$ cat src/hdl/mrg_cfg.svh
// timing constants for the manual reset release gate
`ifndef MRG_CFG_SVH
`define MRG_CFG_SVH
`define MRG_CYC_PER_MS      40000
`define MRG_MIN_SHORT_MS    100
`define MRG_MIN_LONG_MS     350
`define MRG_MAX_PULSE_MS    30000
`define MRG_FLASH_HALF_MS   500
`define MRG_MS_TO_CYC(ms)   ((ms) * `MRG_CYC_PER_MS)
`define MRG_NUM_INPUTS      8
`define MRG_RST_RELEASE     1'b0
`define MRG_RST_REQ         1'b0
`define MRG_RST_COND        1'b0
`endif

$ cat src/hdl/mrg_pkg.sv
// types for the manual reset release gate
package mrg_pkg;
    typedef enum logic [0:0] {
        MRG_ST_LOCKED   = 1'b0,
        MRG_ST_RELEASED = 1'b1
    } mrg_state_type;
    typedef enum logic [0:0] {
        MRG_MIN_SHORT = 1'b0,
        MRG_MIN_LONG  = 1'b1
    } mrg_minsel_type;
endpackage

$ cat src/hdl/mrg_sync3.sv
// three-stage pin synchroniser, change taken when stages two and three agree
`timescale 1ns/10ps
module mrg_sync3 #(
    parameter logic RST_VAL = 1'b0
) (
    input  wire logic i_clk,
    input  wire logic i_rst,
    input  wire logic i_d,
    output logic      o_q
);
    logic s1_q;
    logic s2_q;
    logic s3_q;
    logic q_q;
    logic q_d;

    // accept a level only once two late stages match, filters one-cycle glitches
    assign q_d = (s2_q == s3_q) ? s3_q : q_q;
    assign o_q = q_q;

    // first stage feeds only the second
    always_ff @(posedge i_clk) begin
        if (i_rst) begin
            s1_q <= RST_VAL;
            s2_q <= RST_VAL;
            s3_q <= RST_VAL;
            q_q  <= RST_VAL;
        end else begin
            s1_q <= i_d;
            s2_q <= s1_q;
            s3_q <= s2_q;
            q_q  <= q_d;
        end
    end
endmodule

$ cat src/hdl/mrg_gate.sv
// manual reset / restart release gate: acknowledge pulse check, flashing request, release output
// Functional notes
// - minimum acknowledge pulse selectable, 100 or 350 ms
// - ignore pulses too short or over 30 s
// - two to eight inputs, one to seven release
// - condition output is AND of enabled inputs
// - request flashes 1 Hz while awaiting acknowledge
// - release rises after condition and valid acknowledge
// - any release input low drops release
// - restart variant is this same logic
`timescale 1ns/10ps
`include "mrg_cfg.svh"
module mrg_gate #(
    parameter int NUM_INPUTS    = `MRG_NUM_INPUTS,
    parameter int MIN_SHORT_CYC = `MRG_MS_TO_CYC(`MRG_MIN_SHORT_MS),
    parameter int MIN_LONG_CYC  = `MRG_MS_TO_CYC(`MRG_MIN_LONG_MS),
    parameter int MAX_PULSE_CYC = `MRG_MS_TO_CYC(`MRG_MAX_PULSE_MS),
    parameter int FLASH_CYC     = `MRG_MS_TO_CYC(`MRG_FLASH_HALF_MS)
) (
    input  wire logic                   I_MCLK,
    input  wire logic                   I_RST,
    input  wire logic                   I_RUN,
    input  wire mrg_pkg::mrg_minsel_type I_MIN_SEL,
    input  wire logic                   I_ACK,
    input  wire logic [NUM_INPUTS-2:0]  I_REL_IN,
    output logic                        O_COND,
    output logic                        O_REQ,
    output logic                        O_RELEASE
);
    import mrg_pkg::*;

    localparam int NREL = NUM_INPUTS - 1;
    localparam int CW   = $clog2(MAX_PULSE_CYC + 2);
    localparam int FW   = $clog2(FLASH_CYC + 1);

    // elaboration checks: refuse settings the counters and the input vector cannot serve
    if (NUM_INPUTS < 2 || NUM_INPUTS > 8) begin : g_bad_inputs
        $error("mrg_gate: NUM_INPUTS must be 2 to 8");
    end
    if (MIN_SHORT_CYC < 1 || MIN_LONG_CYC < MIN_SHORT_CYC) begin : g_bad_min
        $error("mrg_gate: minimum pulse settings inconsistent");
    end
    if (MAX_PULSE_CYC <= MIN_LONG_CYC) begin : g_bad_max
        $error("mrg_gate: maximum pulse must exceed both minimums");
    end
    if (MAX_PULSE_CYC > 32'h7ffffffd) begin : g_bad_range
        $error("mrg_gate: maximum pulse too large for the length counter");
    end
    if (FLASH_CYC < 1) begin : g_bad_flash
        $error("mrg_gate: FLASH_CYC must be at least 1");
    end

    // synchronised pins
    logic               ack_s;
    logic [NREL-1:0]    rel_s;
    // acknowledge pulse measurement
    logic               ack_prev_q;
    logic               ack_rise;
    logic               ack_fall;
    logic [CW-1:0]      len_q;
    logic [CW-1:0]      len_d;
    logic [CW-1:0]      min_cyc;
    logic [CW-1:0]      max_cyc;
    logic [CW-1:0]      sat_cyc;
    logic               len_ok;
    logic               ack_valid;
    logic               stale_q;
    logic               stale_d;
    mrg_minsel_type     minsel_q;
    // run tracking and release condition
    logic               run_q;
    logic               active;
    logic               cond_w;
    logic               cond_q;
    // request flash
    logic               waiting;
    logic               flash_wrap;
    logic [FW-1:0]      flash_q;
    logic [FW-1:0]      flash_d;
    logic               req_q;
    logic               req_d;
    // release state and its output register
    mrg_state_type      state_q;
    mrg_state_type      state_d;
    logic               rel_q;
    logic               rel_d;

    // pins come from outside the clock domain
    mrg_sync3 #(
        .RST_VAL (1'b0)
    ) u_sync_ack (
        .i_clk (I_MCLK),
        .i_rst (I_RST),
        .i_d   (I_ACK),
        .o_q   (ack_s)
    );

    // one synchroniser per enabled release input
    genvar gi;
    generate
        for (gi = 0; gi < NREL; gi++) begin : g_rel
            mrg_sync3 #(
                .RST_VAL (1'b0)
            ) u_sync_rel (
                .i_clk (I_MCLK),
                .i_rst (I_RST),
                .i_d   (I_REL_IN[gi]),
                .o_q   (rel_s[gi])
            );
        end
    endgenerate

    // condition and pulse decoding
    assign cond_w    = &rel_s;
    assign ack_rise  = ack_s && !ack_prev_q;
    assign ack_fall  = !ack_s && ack_prev_q;
    assign min_cyc   = (minsel_q == MRG_MIN_LONG) ? CW'(MIN_LONG_CYC)
                                                  : CW'(MIN_SHORT_CYC);
    assign max_cyc   = CW'(MAX_PULSE_CYC);
    assign sat_cyc   = CW'(MAX_PULSE_CYC + 1);
    assign len_ok    = (len_q >= min_cyc) && (len_q <= max_cyc);
    assign ack_valid = ack_fall && len_ok && !stale_q;
    assign active    = I_RUN && run_q;                            // one idle cycle after stop to run

    // pulse length counter saturates just past the maximum, so an overlong press stays invalid
    assign len_d = ack_rise ? CW'(1) :
                   (ack_s && len_q != sat_cyc) ? len_q + CW'(1) : len_q;

    // a press that began during stop is not trusted after the run transition
    assign stale_d = !active ? ack_s : (ack_rise ? 1'b0 : stale_q);

    // release state: one valid acknowledge arms it, any falling input drops it
    always_comb begin
        state_d = state_q;
        unique case (state_q)
            MRG_ST_LOCKED: begin
                if (active && cond_w && ack_valid) begin
                    state_d = MRG_ST_RELEASED;
                end
            end
            MRG_ST_RELEASED: begin
                if (!active || !cond_w) begin
                    state_d = MRG_ST_LOCKED;
                end
            end
        endcase
    end

    // request flash: toggles every half second while waiting, 1 Hz period
    assign waiting    = active && cond_w && (state_d == MRG_ST_LOCKED);
    assign flash_wrap = (flash_q == FW'(FLASH_CYC - 1));
    assign flash_d    = (!waiting || flash_wrap) ? '0 : flash_q + FW'(1);
    assign req_d      = !waiting ? 1'b0 : (flash_wrap ? !req_q : req_q);
    assign rel_d      = (state_d == MRG_ST_RELEASED);

    // edge history and pulse length; idle level of the button is low, so no false edge after reset
    always_ff @(posedge I_MCLK) begin
        if (I_RST) begin
            ack_prev_q <= 1'b0;
            len_q      <= '0;
            stale_q    <= 1'b0;
        end else begin
            ack_prev_q <= ack_s;
            len_q      <= len_d;
            stale_q    <= stale_d;
        end
    end

    // run tracking: the first cycle after stop to run is treated as still stopped
    always_ff @(posedge I_MCLK) begin
        if (I_RST) begin
            run_q <= 1'b0;
        end else begin
            run_q <= I_RUN;
        end
    end

    // minimum pulse setting is registered from the configuration input on every clock after reset
    always_ff @(posedge I_MCLK) begin
        if (I_RST) begin
            minsel_q <= MRG_MIN_SHORT;
        end else begin
            minsel_q <= I_MIN_SEL;
        end
    end

    // release state; the same logic serves reset and restart use
    always_ff @(posedge I_MCLK) begin
        if (I_RST) begin
            state_q <= MRG_ST_LOCKED;
        end else begin
            state_q <= state_d;
        end
    end

    // release output register mirrors the state so the pin comes straight from a flop
    always_ff @(posedge I_MCLK) begin
        if (I_RST) begin
            rel_q <= `MRG_RST_RELEASE;
        end else begin
            rel_q <= rel_d;
        end
    end

    // condition output register
    always_ff @(posedge I_MCLK) begin
        if (I_RST) begin
            cond_q <= `MRG_RST_COND;
        end else begin
            cond_q <= cond_w;
        end
    end

    // request flash counter and lamp output
    always_ff @(posedge I_MCLK) begin
        if (I_RST) begin
            req_q   <= `MRG_RST_REQ;
            flash_q <= '0;
        end else begin
            req_q   <= req_d;
            flash_q <= flash_d;
        end
    end

    assign O_COND    = cond_q;
    assign O_REQ     = req_q;
    assign O_RELEASE = rel_q;
endmodule

$ cat config.mk
export PLATFORM = sky130hd
export DESIGN_NAME = mrg_gate
export DESIGN_NICKNAME = d
export VERILOG_FILES = /design/src/hdl/mrg_pkg.sv /design/src/hdl/mrg_sync3.sv /design/src/hdl/mrg_gate.sv
export VERILOG_INCLUDE_DIRS = /design/src /design/src/hdl
export SDC_FILE = /design/constraint.sdc
export NUM_CORES = 1
export LEC_CHECK = 0
export BUFFER_PORTS_ARGS = -buffer_cell sky130_fd_sc_hd__buf_2
export CORE_ASPECT_RATIO = 1.4
export CORE_UTILIZATION = 61
export CTS_CLUSTER_SIZE = 28
export DETAILED_ROUTE_END_ITERATION = 10
export GPL_TIMING_DRIVEN = 0
export PLACE_DENSITY_LB_ADDON = 0.15
export SYNTH_ARGS = -nofsm -noshare
export SYNTH_HDL_FRONTEND = slang
export SYNTH_SLANG_ARGS = --single-unit
export TNS_END_PERCENT = 20
$ cat constraint.sdc
create_clock -name I_MCLK -period 2.7 [get_ports I_MCLK]
set_input_delay 0.54 -clock I_MCLK [delete_from_list [all_inputs] [get_ports I_MCLK]]
set_output_delay 0.54 -clock I_MCLK [all_outputs]
set_load 0.05 [all_outputs]
==> flow_metrics.tcl <==
set metrics [dict create \
    crit_type "register to register" \
    clkPwrFrac 0.385 \
    wl_per_cell_um 13.6 \
    fp-row-count 35 \
    firstDrtPassIters 4 \
    comb_power_share 0.021 \
    holdPathStages 2 \
    drive_gt1_frac 0.137 \
    min_from "I_REL_IN[0]" \
    drt_wl_total_um 7710 \
    ys_top_cells_by_area "dfxtp_1 46%, xor2_1 6.5%, nor3_2 4.6%" \
    ioPinCount 15 \
    cts_made_buffers 9 \
    grt_usage 0.235 \
    grt_max_degree 21 \
    yosysTopAreaCell "dfxtp_1" \
    root_buffer "clkbuf_8" \
    die_h_um 99.9 \
    drtIter0Drc 170 \
    fin_cells 567 \
    ir_worst_vdd_uv 659 \
    grt_pass1_vias 3007 \
    fp.dieW_um 71.9 \
    rsz0062_at_grt "true" \
    antenna_cells 0 \
    place_congestion 0.942 \
    ys.flop_type "dfxtp_1" \
    antenna_found_initial 0 \
    synthCells 445 \
    dpl.cell_count 551 \
    drtAntennaViolNets 0 \
    max_freq_ghz 0.377 \
    final_common_cell "dfxtp_1" \
    p_int_w 0.00181 \
    synth_edf_count 0 \
    vias 3211 \
    synth_top_area_share 0.456 \
    die-area_um2 7180 \
    synthArstFlopShare 0 \
    start_kind "register" \
    final_cell_mix "94 x dfxtp_1, 40 x nor2_1, 33 x nand2_1, 31 x xor2_1, 30 x nand3_1" \
    clockBufferDepth 2 \
    netlist_area_um2 4170 \
    htreeDepth 3 \
    grt_pass1_wl_um 13400 \
    period_minus_slack_ns 2.65 \
    drv_cap 0 \
    area_delta_synth_final_pct 10.0 \
    powerDensity_nw_per_um2 522 \
    clock_skew_ns 0.0186 \
    status "completed" \
    setup.worst_path.end_class "register" \
    p_sw_w 0.000588 \
    yosys_warnings 0 \
    coreArea_um2 6610 \
    hold_path.class "input pin to register" \
    crit_fanout 10 \
    r2r_setup_slack_ns 0.05 \
    synth.yosys.seq_area_share 0.456 \
    finalHoldViolations 0 \
    fin_crit_sh 0.983 \
    reg2reg_depth 8 \
    io_buffers 14 \
    holdPathEnd "g_rel[0].u_sync_rel.s1_q$_SDFF_PP0_" \
    clk_pin_slew_worst_paths_ns 0.11 \
    arrival_ns 2.90 \
    cts_hold_buffers 0 \
    crit_required_ns 2.95 \
    r2r-end "flash_q[22]$_SDFF_PP0_" \
    drv_slew 0 \
    syn_avg_cell_area_um2 9.38 \
    syn_nets 470 \
    p_sw_frac 0.245 \
    nets 495 \
    p_leak_nw 1.54 \
    via_per_inst 5.66 \
    tightest_slew_ns 0.968 \
    drcViolationCount 0 \
    start_util 0.631 \
    gr-total-overflow 0 \
    r2r_start "len_q[20]$_SDFFE_PP0P_" \
    p_seq_frac 0.594 \
    post-cts-setup-buffers 0 \
    max-slew-margin-rel 0.349 \
    finalSetupTns_ns 0 \
    worstSkewPairLatency_ns 0.37 \
    numClockSinks 95 \
    dp_hpwl_um 5490 \
    synth-seq-cells 95 \
    setup_viol_count_final 0 \
    synth_cell_types 42 \
    cts_tree "done" \
]
cells in the mapped netlist, types with 2 or more instances:
cell	n
xnor2_1	18
a211o_1	2
nor3_2	19
nor3_1	14
nand3_1	30
dfxtp_1	95
o21ai_0	11
nand2b_1	3
nand4_1	14
a21oi_1	17
nand2_1	33
inv_1	5
ha_1	13
or4_1	4
nand4b_1	6
o211ai_1	2
buf_6	3
and4_1	5
clkbuf_1	10
xor2_1	31
nor4_1	10
and3_1	8
nor2_1	40
nor4b_1	2
or4_4	2
nor3b_1	2
nor2b_1	28
or3_1	4
power groups by stage:
stage	sequential [W]	combinational, W	clock [W]
floorplan	0.00145	0.0000319	0
global placement	0.00146	0.0000487	0
detailed placement	0.00146	0.0000507	0
CTS	0.00142	0.0000512	0.000949
global route	0.00143	0.0000569	0.00101
finish	0.00142	0.0000509	0.000922
worst max-delay path: stages, from the launching register on:
cell and delay [ns]:
dfxtp_1 0.32, buf_6 0.14, or4_4 0.52, or4_4 0.54, nor4_4 0.33, a21oi_2 0.07
a31oi_4 0.34, buf_8 0.22, nor3_2 0.06
cell families after synthesis:
kind of cell / share of synthesized area
simple gates: 0.322
buf+inv: 0.0225
fa+ha+maj: 0.0390
xor+xnor: 0.103
compound gates: 0.0558
flops: 0.456
mux: 0.00240
routing by layer:
metal,wire length (µm),GRT usage
met1,3490,0.286
met2,3820,0.400
met3,246,0.0392
met4,149,0.115
met5,0,0
final cells by class:
type,instances,area [µm²]
fillers,531,2020
multi-input cells,331,2200
plain buffers,14,81.3
inverters,5,18.8
repair buffers,14,70.1
clock buffers,9,124
clock inverters,7,81.3
well taps,92,115
flip-flops and latches,95,1900
registers in the layout, indices dropped and copies added, names as in the netlist, 7 cells and up:
register               cells
len_q                     31
g_rel.u_sync_rel.s1_q      7
g_rel.u_sync_rel.o_q       7
flash_q                   25
g_rel.u_sync_rel.s3_q      7
g_rel.u_sync_rel.s2_q      7
how the worst max path moves through the flow:
stage	slack (ns)	startpoint	endpoint
after floorplan	0.27	len_q[20]$_SDFFE_PP0P_	flash_q[24]$_SDFF_PP0_
after global placement	0.0003	flash_q[0]$_SDFF_PP0_	flash_q[11]$_SDFF_PP0_
after detailed placement	-0.02	flash_q[0]$_SDFF_PP0_	flash_q[3]$_SDFF_PP0_
after CTS	0.004	flash_q[0]$_SDFF_PP0_	flash_q[16]$_SDFF_PP0_
after global routing	-0.02	len_q[20]$_SDFFE_PP0P_	flash_q[2]$_SDFF_PP0_
final	0.05	len_q[20]$_SDFFE_PP0P_	flash_q[22]$_SDFF_PP0_
metrics by stage:
step	utilization	hold slack, ns	setup WS, ns	instance area [µm²]	power (W)
finish	0.695	0.377	0.0457	4590	0.00240
global route	0.695	0.372	-0.0192	4590	0.00250
CTS	0.690	0.362	0.00384	4570	0.00242
detailed placement	0.659	0.422	-0.0232	4360	0.00151
global placement	0.659	0.417	0.000264	4360	0.00150
floorplan	-	0.414	0.271	4170	0.00149
timing repair:
item / in CTS / in global routing
endpoints found under the setup margin: 10 / 33
pin swaps: 0 / 1
resized for setup: 1 / 7
No activity file was read; power rests on OpenSTA's default activity.
